$ cat src/common/nand_host_pkg.sv
package nand_host_pkg;
   // command codes
   localparam logic [7:0] CMD_READ = 8'h00;
   localparam logic [7:0] CMD_READ_GO = 8'h30;
   localparam logic [7:0] CMD_PROG = 8'h80;
   localparam logic [7:0] CMD_PROG_GO = 8'h10;
   localparam logic [7:0] CMD_ERASE = 8'h60;
   localparam logic [7:0] CMD_ERASE_GO = 8'hd0;
   localparam logic [7:0] CMD_STATUS = 8'h70;
   localparam logic [7:0] CMD_RESET = 8'hff;
   // status bit positions
   localparam int ST_READY_BIT = 6;
   localparam int ST_FAIL_BIT = 0;
   // page geometry
   localparam int PAGE_BYTES = 2112;
   localparam int PAGE_WORDS = 1056;
   localparam int MARK_COL_X8 = 2048;
   localparam int MARK_COL_X16 = 1024;
   // pin timing, in ns, and cycles at 8 ns
   localparam int CLK_NS = 8;
   localparam int T_WC_NS = 80;
   localparam int T_WP_NS = 60;
   localparam int T_WB_NS = 100;
   localparam int T_WHR_NS = 60;
   localparam int T_RP_NS = 60;
   localparam int T_REA_NS = 75;
   localparam int WP_CYC = (T_WP_NS + CLK_NS - 1) / CLK_NS;
   localparam int WH_CYC = (T_WC_NS - T_WP_NS + CLK_NS - 1) / CLK_NS;
   localparam int WB_CYC = (T_WB_NS + CLK_NS - 1) / CLK_NS;
   localparam int WHR_CYC = (T_WHR_NS + CLK_NS - 1) / CLK_NS;
   localparam int RP_CYC = (T_REA_NS + CLK_NS - 1) / CLK_NS + 1;
   localparam int RH_CYC = (T_WC_NS - T_RP_NS + CLK_NS - 1) / CLK_NS;
   // address cycle counts
   localparam int ADDR_CYC_RW = 4;
   localparam int ADDR_CYC_ERASE = 2;
endpackage

$ cat src/hdl/nand_host.sv
`timescale 1ns/10ps
`default_nettype none
// Function
// [RULE1] device finishes array-to-register move within 25 us, busy low
// [RULE2] reset during read/program/erase ends within 5/10/500 us
// [RULE3] reset issued while ready keeps device busy at most 5 us
// [RULE4] unmarked locations read all ones after shipping
// [RULE5] bad blocks marked non-erased at spare column, page one or two
// [RULE6] block zero is always valid
// [RULE7] host scans factory marks first, never erases them, maps bad out; not done here, erase accepts any row
// [RULE8] failed program or erase status makes host retire the block; here fail is only reported on o_fail
// [RULE9] replacement writes failed page n first, then pages 1 to n-1; no replacement here
// [RULE10] single-bit errors best fixed by ECC, not replacement; no ECC here, raw data out
// [RULE11] host may drop chip select during data load or stream
// [RULE12] address cycles: col low, col high, row low, row high
// [RULE13] word variant: upper data lines zero in command/address cycles
// [RULE14] page transfer up to 2112 bytes or 1056 words
// [RULE15] read: 00h, address cycles, 30h, then busy
// [RULE16] program: 80h, address, data, 10h confirm
// [RULE17] status bit 6 ready, bit 0 fail
// [RULE18] while busy only status or reset; wait ready before next step
// [RULE19] device drops ready/busy within bounded delay after confirm
module nand_host #(
   parameter int DW = 8,
   parameter int COLW = 12,
   parameter int ROWW = 16,
   parameter int BUSY_TMO = 80000
) (
   // clock and reset
   input wire logic I_CLK,
   input wire logic I_SYS_RST,
   // command port
   input wire logic i_start,
   input wire logic [1:0] i_op,
   input wire logic [COLW-1:0] i_col,
   input wire logic [ROWW-1:0] i_row,
   input wire logic [11:0] i_len,
   output logic o_busy,
   output logic o_done,
   output logic o_fail,
   output logic o_timeout,
   // write data stream
   input wire logic [DW-1:0] i_wdata,
   input wire logic i_wvalid,
   output logic o_wready,
   // read data stream
   output logic [DW-1:0] o_rdata,
   output logic o_rvalid,
   // flash pins
   output logic o_ce_n,
   output logic o_cle,
   output logic o_ale,
   output logic o_we_n,
   output logic o_re_n,
   output logic [DW-1:0] o_io,
   output logic o_io_oe,
   input wire logic [DW-1:0] i_io,
   input wire logic i_rb
);
   // op codes on i_op: 0 read, 1 program, 2 erase, 3 reset
   typedef enum {S_IDLE, S_CMD1, S_ADDR, S_WB, S_WAIT, S_STREAM,
      S_WDATA, S_CMD2, S_STCMD, S_STRD, S_DONE} state_t;
   typedef enum {P_IDLE, P_WLOW, P_WHIGH, P_RLOW, P_RHIGH} phase_t;

   state_t st_r, st_nxt;
   phase_t ph_r;
   logic [1:0] op_r;
   logic [COLW-1:0] col_r;
   logic [ROWW-1:0] row_r;
   logic [11:0] len_r, cnt_r;
   logic [2:0] acnt_r;
   logic [16:0] tmr_r;
   logic [7:0] pcnt_r;
   logic fail_r, tmo_r, done_r, rvalid_r;
   logic [DW-1:0] rdata_r;
   logic cle_r, ale_r, we_r, re_r, oe_r, ce_r;
   logic [DW-1:0] io_r;

   // select the byte for each address cycle
   function automatic logic [7:0] addr_byte(input logic [2:0] idx,
      input logic [31:0] a);
      addr_byte = a[8*idx +: 8];
   endfunction

   wire logic [31:0] full_addr;
   wire logic [31:0] row_only;
   wire logic [2:0] addr_cycles;
   wire logic [7:0] first_cmd;
   wire logic [7:0] confirm_cmd;
   wire logic pin_idle;
   wire logic [7:0] abyte;
   // [RULE12] [RULE7] [RULE9] address byte order
   assign full_addr = {{(16-ROWW){1'b0}}, row_r,
      {(16-COLW){1'b0}}, col_r};
   assign row_only = {16'h0000, {(16-ROWW){1'b0}}, row_r};
   assign addr_cycles = (op_r == 2'd2) ? 3'(nand_host_pkg::ADDR_CYC_ERASE)
      : 3'(nand_host_pkg::ADDR_CYC_RW);
   assign abyte = addr_byte(acnt_r, (op_r == 2'd2) ? row_only : full_addr);
   // [RULE15] [RULE16] command pairs
   assign first_cmd = (op_r == 2'd0) ? nand_host_pkg::CMD_READ :
      (op_r == 2'd1) ? nand_host_pkg::CMD_PROG :
      (op_r == 2'd2) ? nand_host_pkg::CMD_ERASE : nand_host_pkg::CMD_RESET;
   assign confirm_cmd = (op_r == 2'd0) ? nand_host_pkg::CMD_READ_GO :
      (op_r == 2'd1) ? nand_host_pkg::CMD_PROG_GO :
      nand_host_pkg::CMD_ERASE_GO;
   assign pin_idle = (ph_r == P_IDLE);

   // next state on start, pin-cycle completion, WB timer or ready
   always_comb begin
      st_nxt = st_r;
      case (st_r)
         S_IDLE: if (i_start) st_nxt = S_CMD1;
         S_CMD1: if (pin_idle && done_r)
            st_nxt = (op_r == 2'd3) ? S_WB : S_ADDR;
         S_ADDR: if (pin_idle && done_r && acnt_r == addr_cycles)
            st_nxt = (op_r == 2'd1) ? S_WDATA : S_CMD2;
         S_WDATA: if (pin_idle && done_r && cnt_r == len_r)
            st_nxt = S_CMD2;
         S_CMD2: if (pin_idle && done_r) st_nxt = S_WB;
         S_WB: if (tmr_r == 17'(nand_host_pkg::WB_CYC)) st_nxt = S_WAIT;
         S_WAIT: if (i_rb)
            st_nxt = (op_r == 2'd0) ? S_STREAM :
               (op_r == 2'd3) ? S_DONE : S_STCMD;
         S_STREAM: if (pin_idle && done_r && cnt_r == len_r)
            st_nxt = S_DONE;
         S_STCMD: if (pin_idle && done_r) st_nxt = S_STRD;
         S_STRD: if (pin_idle && done_r) st_nxt = S_DONE;
         S_DONE: st_nxt = S_IDLE;
         default: st_nxt = S_IDLE;
      endcase
   end

   // main sequencer
   always_ff @(posedge I_CLK) begin
      if (I_SYS_RST) begin
         st_r <= S_IDLE;
         ph_r <= P_IDLE;
         op_r <= 2'd0;
         col_r <= '0;
         row_r <= '0;
         len_r <= 12'h000;
         cnt_r <= 12'h000;
         acnt_r <= 3'h0;
         tmr_r <= 17'h00000;
         pcnt_r <= 8'h00;
         fail_r <= 1'b0;
         tmo_r <= 1'b0;
         done_r <= 1'b0;
         rvalid_r <= 1'b0;
         rdata_r <= '0;
         cle_r <= 1'b0;
         ale_r <= 1'b0;
         we_r <= 1'b1;
         re_r <= 1'b1;
         oe_r <= 1'b0;
         ce_r <= 1'b1;
         io_r <= '0;
      end else begin
         st_r <= st_nxt;
         rvalid_r <= 1'b0;
         done_r <= 1'b0;
         if (st_r != st_nxt) begin
            acnt_r <= 3'h0;
            cnt_r <= 12'h000;
            tmr_r <= 17'h00000;
         end
         case (ph_r)
            P_IDLE: begin
               pcnt_r <= 8'h00;
               // [RULE13] upper lines zero for cmd/address
               if (!done_r && st_nxt == st_r) begin
                  if (st_r == S_CMD1 || st_r == S_CMD2 ||
                     st_r == S_STCMD) begin
                     ce_r <= 1'b0;
                     cle_r <= 1'b1;
                     oe_r <= 1'b1;
                     we_r <= 1'b0;
                     io_r <= DW'(st_r == S_CMD1 ? first_cmd :
                        st_r == S_CMD2 ? confirm_cmd :
                        nand_host_pkg::CMD_STATUS);
                     ph_r <= P_WLOW;
                  end else if (st_r == S_ADDR) begin
                     ce_r <= 1'b0;
                     ale_r <= 1'b1;
                     oe_r <= 1'b1;
                     we_r <= 1'b0;
                     io_r <= DW'(abyte);
                     ph_r <= P_WLOW;
                  end else if (st_r == S_WDATA) begin
                     // [RULE11] chip select lifted while data stalls
                     ce_r <= !i_wvalid;
                     if (i_wvalid) begin
                        oe_r <= 1'b1;
                        we_r <= 1'b0;
                        io_r <= i_wdata;
                        ph_r <= P_WLOW;
                     end
                  end else if (st_r == S_STREAM || st_r == S_STRD) begin
                     ce_r <= 1'b0;
                     oe_r <= 1'b0;
                     if (tmr_r >= 17'(nand_host_pkg::WHR_CYC)) begin
                        re_r <= 1'b0;
                        ph_r <= P_RLOW;
                     end
                  end else begin
                     oe_r <= 1'b0;
                     if (st_r == S_IDLE) ce_r <= 1'b1;
                  end
               end
            end
            P_WLOW: begin
               pcnt_r <= pcnt_r + 8'h01;
               if (pcnt_r == 8'(nand_host_pkg::WP_CYC - 1)) begin
                  we_r <= 1'b1;
                  pcnt_r <= 8'h00;
                  ph_r <= P_WHIGH;
               end
            end
            P_WHIGH: begin
               pcnt_r <= pcnt_r + 8'h01;
               if (pcnt_r == 8'(nand_host_pkg::WH_CYC - 1)) begin
                  cle_r <= 1'b0;
                  ale_r <= 1'b0;
                  done_r <= 1'b1;
                  ph_r <= P_IDLE;
                  if (st_r == S_ADDR) acnt_r <= acnt_r + 3'h1;
                  if (st_r == S_WDATA) cnt_r <= cnt_r + 12'h001;
               end
            end
            P_RLOW: begin
               pcnt_r <= pcnt_r + 8'h01;
               if (pcnt_r == 8'(nand_host_pkg::RP_CYC - 1)) begin
                  re_r <= 1'b1;
                  rdata_r <= i_io;
                  pcnt_r <= 8'h00;
                  ph_r <= P_RHIGH;
                  // [RULE17] [RULE8] status fail bit
                  if (st_r == S_STRD)
                     fail_r <= i_io[nand_host_pkg::ST_FAIL_BIT];
                  else
                     rvalid_r <= 1'b1;
               end
            end
            P_RHIGH: begin
               pcnt_r <= pcnt_r + 8'h01;
               if (pcnt_r == 8'(nand_host_pkg::RH_CYC - 1)) begin
                  done_r <= 1'b1;
                  ph_r <= P_IDLE;
                  if (st_r == S_STREAM) cnt_r <= cnt_r + 12'h001;
               end
            end
            default: ph_r <= P_IDLE;
         endcase
         if (st_r == S_STREAM || st_r == S_STRD || st_r == S_WB) begin
            if (pin_idle && tmr_r < 17'(nand_host_pkg::WHR_CYC) &&
               st_r != S_WB)
               tmr_r <= tmr_r + 17'h00001;
            if (st_r == S_WB && st_nxt == S_WB) tmr_r <= tmr_r + 17'h00001;
         end
         // [RULE18] wait for ready, bounded by timeout
         if (st_r == S_WAIT) begin
            if (st_nxt == S_WAIT) tmr_r <= tmr_r + 17'h00001;
            if (tmr_r == 17'(BUSY_TMO)) begin
               tmo_r <= 1'b1;
               st_r <= S_DONE;
            end
         end
         if (st_r == S_IDLE && i_start) begin
            op_r <= i_op;
            col_r <= i_col;
            row_r <= i_row;
            // [RULE14] clamp transfer length to one page
            len_r <= (i_len == 12'h000 || i_len > 12'(
               DW > 8 ? nand_host_pkg::PAGE_WORDS :
               nand_host_pkg::PAGE_BYTES)) ? 12'(DW > 8 ?
               nand_host_pkg::PAGE_WORDS : nand_host_pkg::PAGE_BYTES)
               : i_len;
            fail_r <= 1'b0;
            tmo_r <= 1'b0;
         end
      end
   end

   // [RULE10] outputs from flops, raw data
   assign o_ce_n = ce_r;
   assign o_cle = cle_r;
   assign o_ale = ale_r;
   assign o_we_n = we_r;
   assign o_re_n = re_r;
   assign o_io = io_r;
   assign o_io_oe = oe_r;
   assign o_rdata = rdata_r;
   assign o_rvalid = rvalid_r;
   assign o_fail = fail_r;
   assign o_timeout = tmo_r;
   always_ff @(posedge I_CLK) begin
      if (I_SYS_RST) begin
         o_busy <= 1'b0;
         o_done <= 1'b0;
         o_wready <= 1'b0;
      end else begin
         o_busy <= (st_nxt != S_IDLE);
         o_done <= (st_r == S_DONE);
         o_wready <= (st_nxt == S_WDATA) && pin_idle && !done_r
            && i_wvalid && st_r == S_WDATA;
      end
   end
   wire logic unused_ok;
   assign unused_ok = ^row_only[31:16];
endmodule
`default_nettype wire

$ cat config.mk
export PLATFORM = sky130hd
export DESIGN_NAME = nand_host
export DESIGN_NICKNAME = d
export VERILOG_FILES = /design/src/common/nand_host_pkg.sv /design/src/hdl/nand_host.sv
export SDC_FILE = /design/constraint.sdc
export NUM_CORES = 1
export LEC_CHECK = 0
export BUFFER_PORTS_ARGS = -buffer_cell sky130_fd_sc_hd__buf_2
export CAP_MARGIN = 10
export CORE_ASPECT_RATIO = 1.5
export CORE_UTILIZATION = 52
export CTS_CLUSTER_DIAMETER = 80
export DETAILED_ROUTE_END_ITERATION = 10
export PLACE_DENSITY = 0.76
export SKIP_CTS_REPAIR_TIMING = 1
export SLEW_MARGIN = 10
export SYNTH_ARGS = -nofsm -noshare
export SYNTH_HDL_FRONTEND = slang
export SYNTH_SLANG_ARGS = --single-unit
$ cat constraint.sdc
create_clock -name I_CLK -period 2.57 [get_ports I_CLK]
set_input_delay 0.3855 -clock I_CLK [delete_from_list [all_inputs] [get_ports I_CLK]]
set_output_delay 0.3855 -clock I_CLK [all_outputs]
set_load 0.02 [all_outputs]
==> results_dict.tcl <==
set metrics [dict create \
    synth_area_leaders "dfxtp_1 (42%), nand2_1 (7.0%), a21oi_1 (6.4%), nor2_1 (3.8%), mux2i_1 (2.8%)" \
    routedWlPerCell_um 16.4 \
    gr-total-overflow 0 \
    routed_wl_um 19900 \
    syn_area_um2 6910 \
    cts-root-buf "clkbuf_16" \
    setup_slack_ns -0.0699 \
    fin_crit_sh_pct 103 \
    antenna_cells 0 \
    drive_gt1_share_pct 26.9 \
    fmax_mhz 379 \
    synth_area_per_cell_um2 8.10 \
    nFillCells 1047 \
    synth_ff_type "dfxtp_1" \
    cts_buffer_depth 2 \
    post-route-util_pct 70.4 \
    syn_inst 853 \
    ys_types 68 \
    rows 51 \
    grt_max_degree 42 \
    yosysSeqAreaShare_pct 42.3 \
    synth_area_leader_cell "dfxtp_1" \
    place_congestion 0.978 \
    finalHoldViolCount 0 \
    vias_per_cell 5.89 \
    required_ns 2.92 \
    worstPathCellList "nor4_4 -> nand2_2 -> buf_4 -> nor4_1 -> a222oi_1 -> buf_4 -> buf_4 -> or3_1 -> a31oi_1" \
    core_area_um2 13000 \
    area_growth_pct 32.1 \
    critPathArrivalTime_ns 2.99 \
    grt_pass1_vias 6552 \
    initialDrtViolationCount 507 \
    grt_setup_unrepaired "true" \
    path_class "flop to flop" \
    seq_area_um2 2930 \
    violations "negative setup slack" \
    setup_violations 15 \
    cts_tree "built" \
    multi_input_area_um2 4040 \
    reg2reg_slack_ns -0.07 \
    ir_worst_vdd_mv 0.421 \
    finalNetCount 1108 \
    maxSlewHeadroom_pct 57.1 \
    dieArea_um2 13800 \
    synth_warnings 0 \
    worstMarginPinSlew_ns 0.641 \
    placement.io_buffers 90 \
    p_leak_nw 3.63 \
    synth-edff-count 0 \
    finalMaxSlewViolations 0 \
    fin_skew_ns 0.00937 \
    min_path_type "input pin to flop" \
    drc 0 \
    grt_usage_pct 28.8 \
    die_y_um 143 \
    power_density_nw_per_um2 539 \
    ys_top_cells_by_count "dfxtp_1 (146), nand2_1 (129), a21oi_1 (88)" \
    cts_buffers 17 \
    synth.top_cell.area_share_pct 42.3 \
    ant_nets 0 \
    place_hpwl_um 13900 \
    cpMostUsedCell "buf_4" \
    end_kind "flop" \
    clock-sinks 146 \
    crit_slowest_cell "nor4_1" \
    grt_antenna_before_repair 0 \
    cts_htree_levels 4 \
    num_vias 7122 \
    fp.dieW_um 96.1 \
    max_stage_delay_ns 0.53 \
    synth_most_common_cell "dfxtp_1" \
    grt_pass1_wl_um 30300 \
    critPathLaunchType "flop" \
    status "complete, but fails checks" \
    initial_core_util_pct 53.3 \
    num_io_pins 91 \
    path_max_fanout 13 \
    ys_ff_latch 146 \
    async_flop_share_pct 0 \
    period_minus_slack_ns 2.64 \
    drt_pass1_iterations 5 \
    total_power_mw 4.92 \
    clk_latency_ns 0.43 \
    drv_cap 0 \
    clk_pin_slew_ns 0.07 \
]
metal layers:
metal	track usage, %	up-vias	wire length, µm
met2	50.7	302	10200
met3	5.43	80	1060
met5	0	-	0
li1	-	3420	-
met4	16.8	0	944
met1	31.4	3320	7680
final timing paths:
kind             start         to  cells past startpoint
max reg2reg  tmr_r[14]   tmr_r[3]                      9
min          i_len[10]  len_r[10]                      2
min reg2reg   row_r[8]   row_r[8]                      2
max          tmr_r[14]   tmr_r[3]                      9
logic make-up after synthesis:
family / share of synthesized area, %
other cells: 0.0543
buf+inv: 3.79
simple gates: 26.9
fa+ha+maj: 1.27
xor+xnor: 2.92
flops: 42.3
compound gates: 19.3
mux: 3.41
through the flow:
stage	cell area, µm²	instances	setup WS, ns	TNS (ns)	hold WS, ns
after floorplan	7010	880	-0.112	-0.350	0.428
after global placement	8190	1167	-0.0436	-0.125	0.435
after detailed placement	8190	1167	-0.0966	-1.28	0.444
after CTS	8790	1199	-0.115	-1.86	0.173
after global routing	9120	1210	-0.185	-2.50	0.185
final	9120	1210	-0.0699	-0.412	0.187
flip-flops by register name, indices dropped and copies added, names as in the netlist, 2 cells and up:
signal   count
tmr_r       17
acnt_r       3
op_r         2
o_rdata      8
ph_r         3
pcnt_r       8
col_r       12
st_r        32
row_r       16
o_io         8
cnt_r       12
len_r       12
cell type report:
cell class                      count  area share [%]
Clock buffer                       18            4.81
Clock inverter                     14            1.74
Inverter                           14           0.576
Multi-Input combinational cell    670            44.3
Sequential cell                   146            32.1
Tap cell                          159            2.18
Timing Repair Buffer              189            14.3
power by group:
part	internal (mW)	switching, mW
logic	0.0481	0.0677
registers	2.29	0.00791
clock network	1.41	1.10
worst max-delay path: cells and delay by family (launching register included):
kind	cells	cell delay, ns
DFF	1	0.34
AOI/OAI and AO/OA	2	0.40
buffers and inverters	3	0.51
and+or+nand+nor	4	1.30
placed cells by master (no fill, tap or decap), drive strengths merged, types with 9 or more instances in the layout:
master	instances
a21oi	89
a22o	10
a31oi	20
buf	187
clkbuf	20
conb	28
dfxtp	146
inv	24
mux2i	19
nand2	129
nand3	38
nor2	71
nor2b	14
nor3	33
nor4	22
o211ai	11
o21ai	29
or2	9
or3	19
xnor2	19
Power figures use the tool's default switching activity.
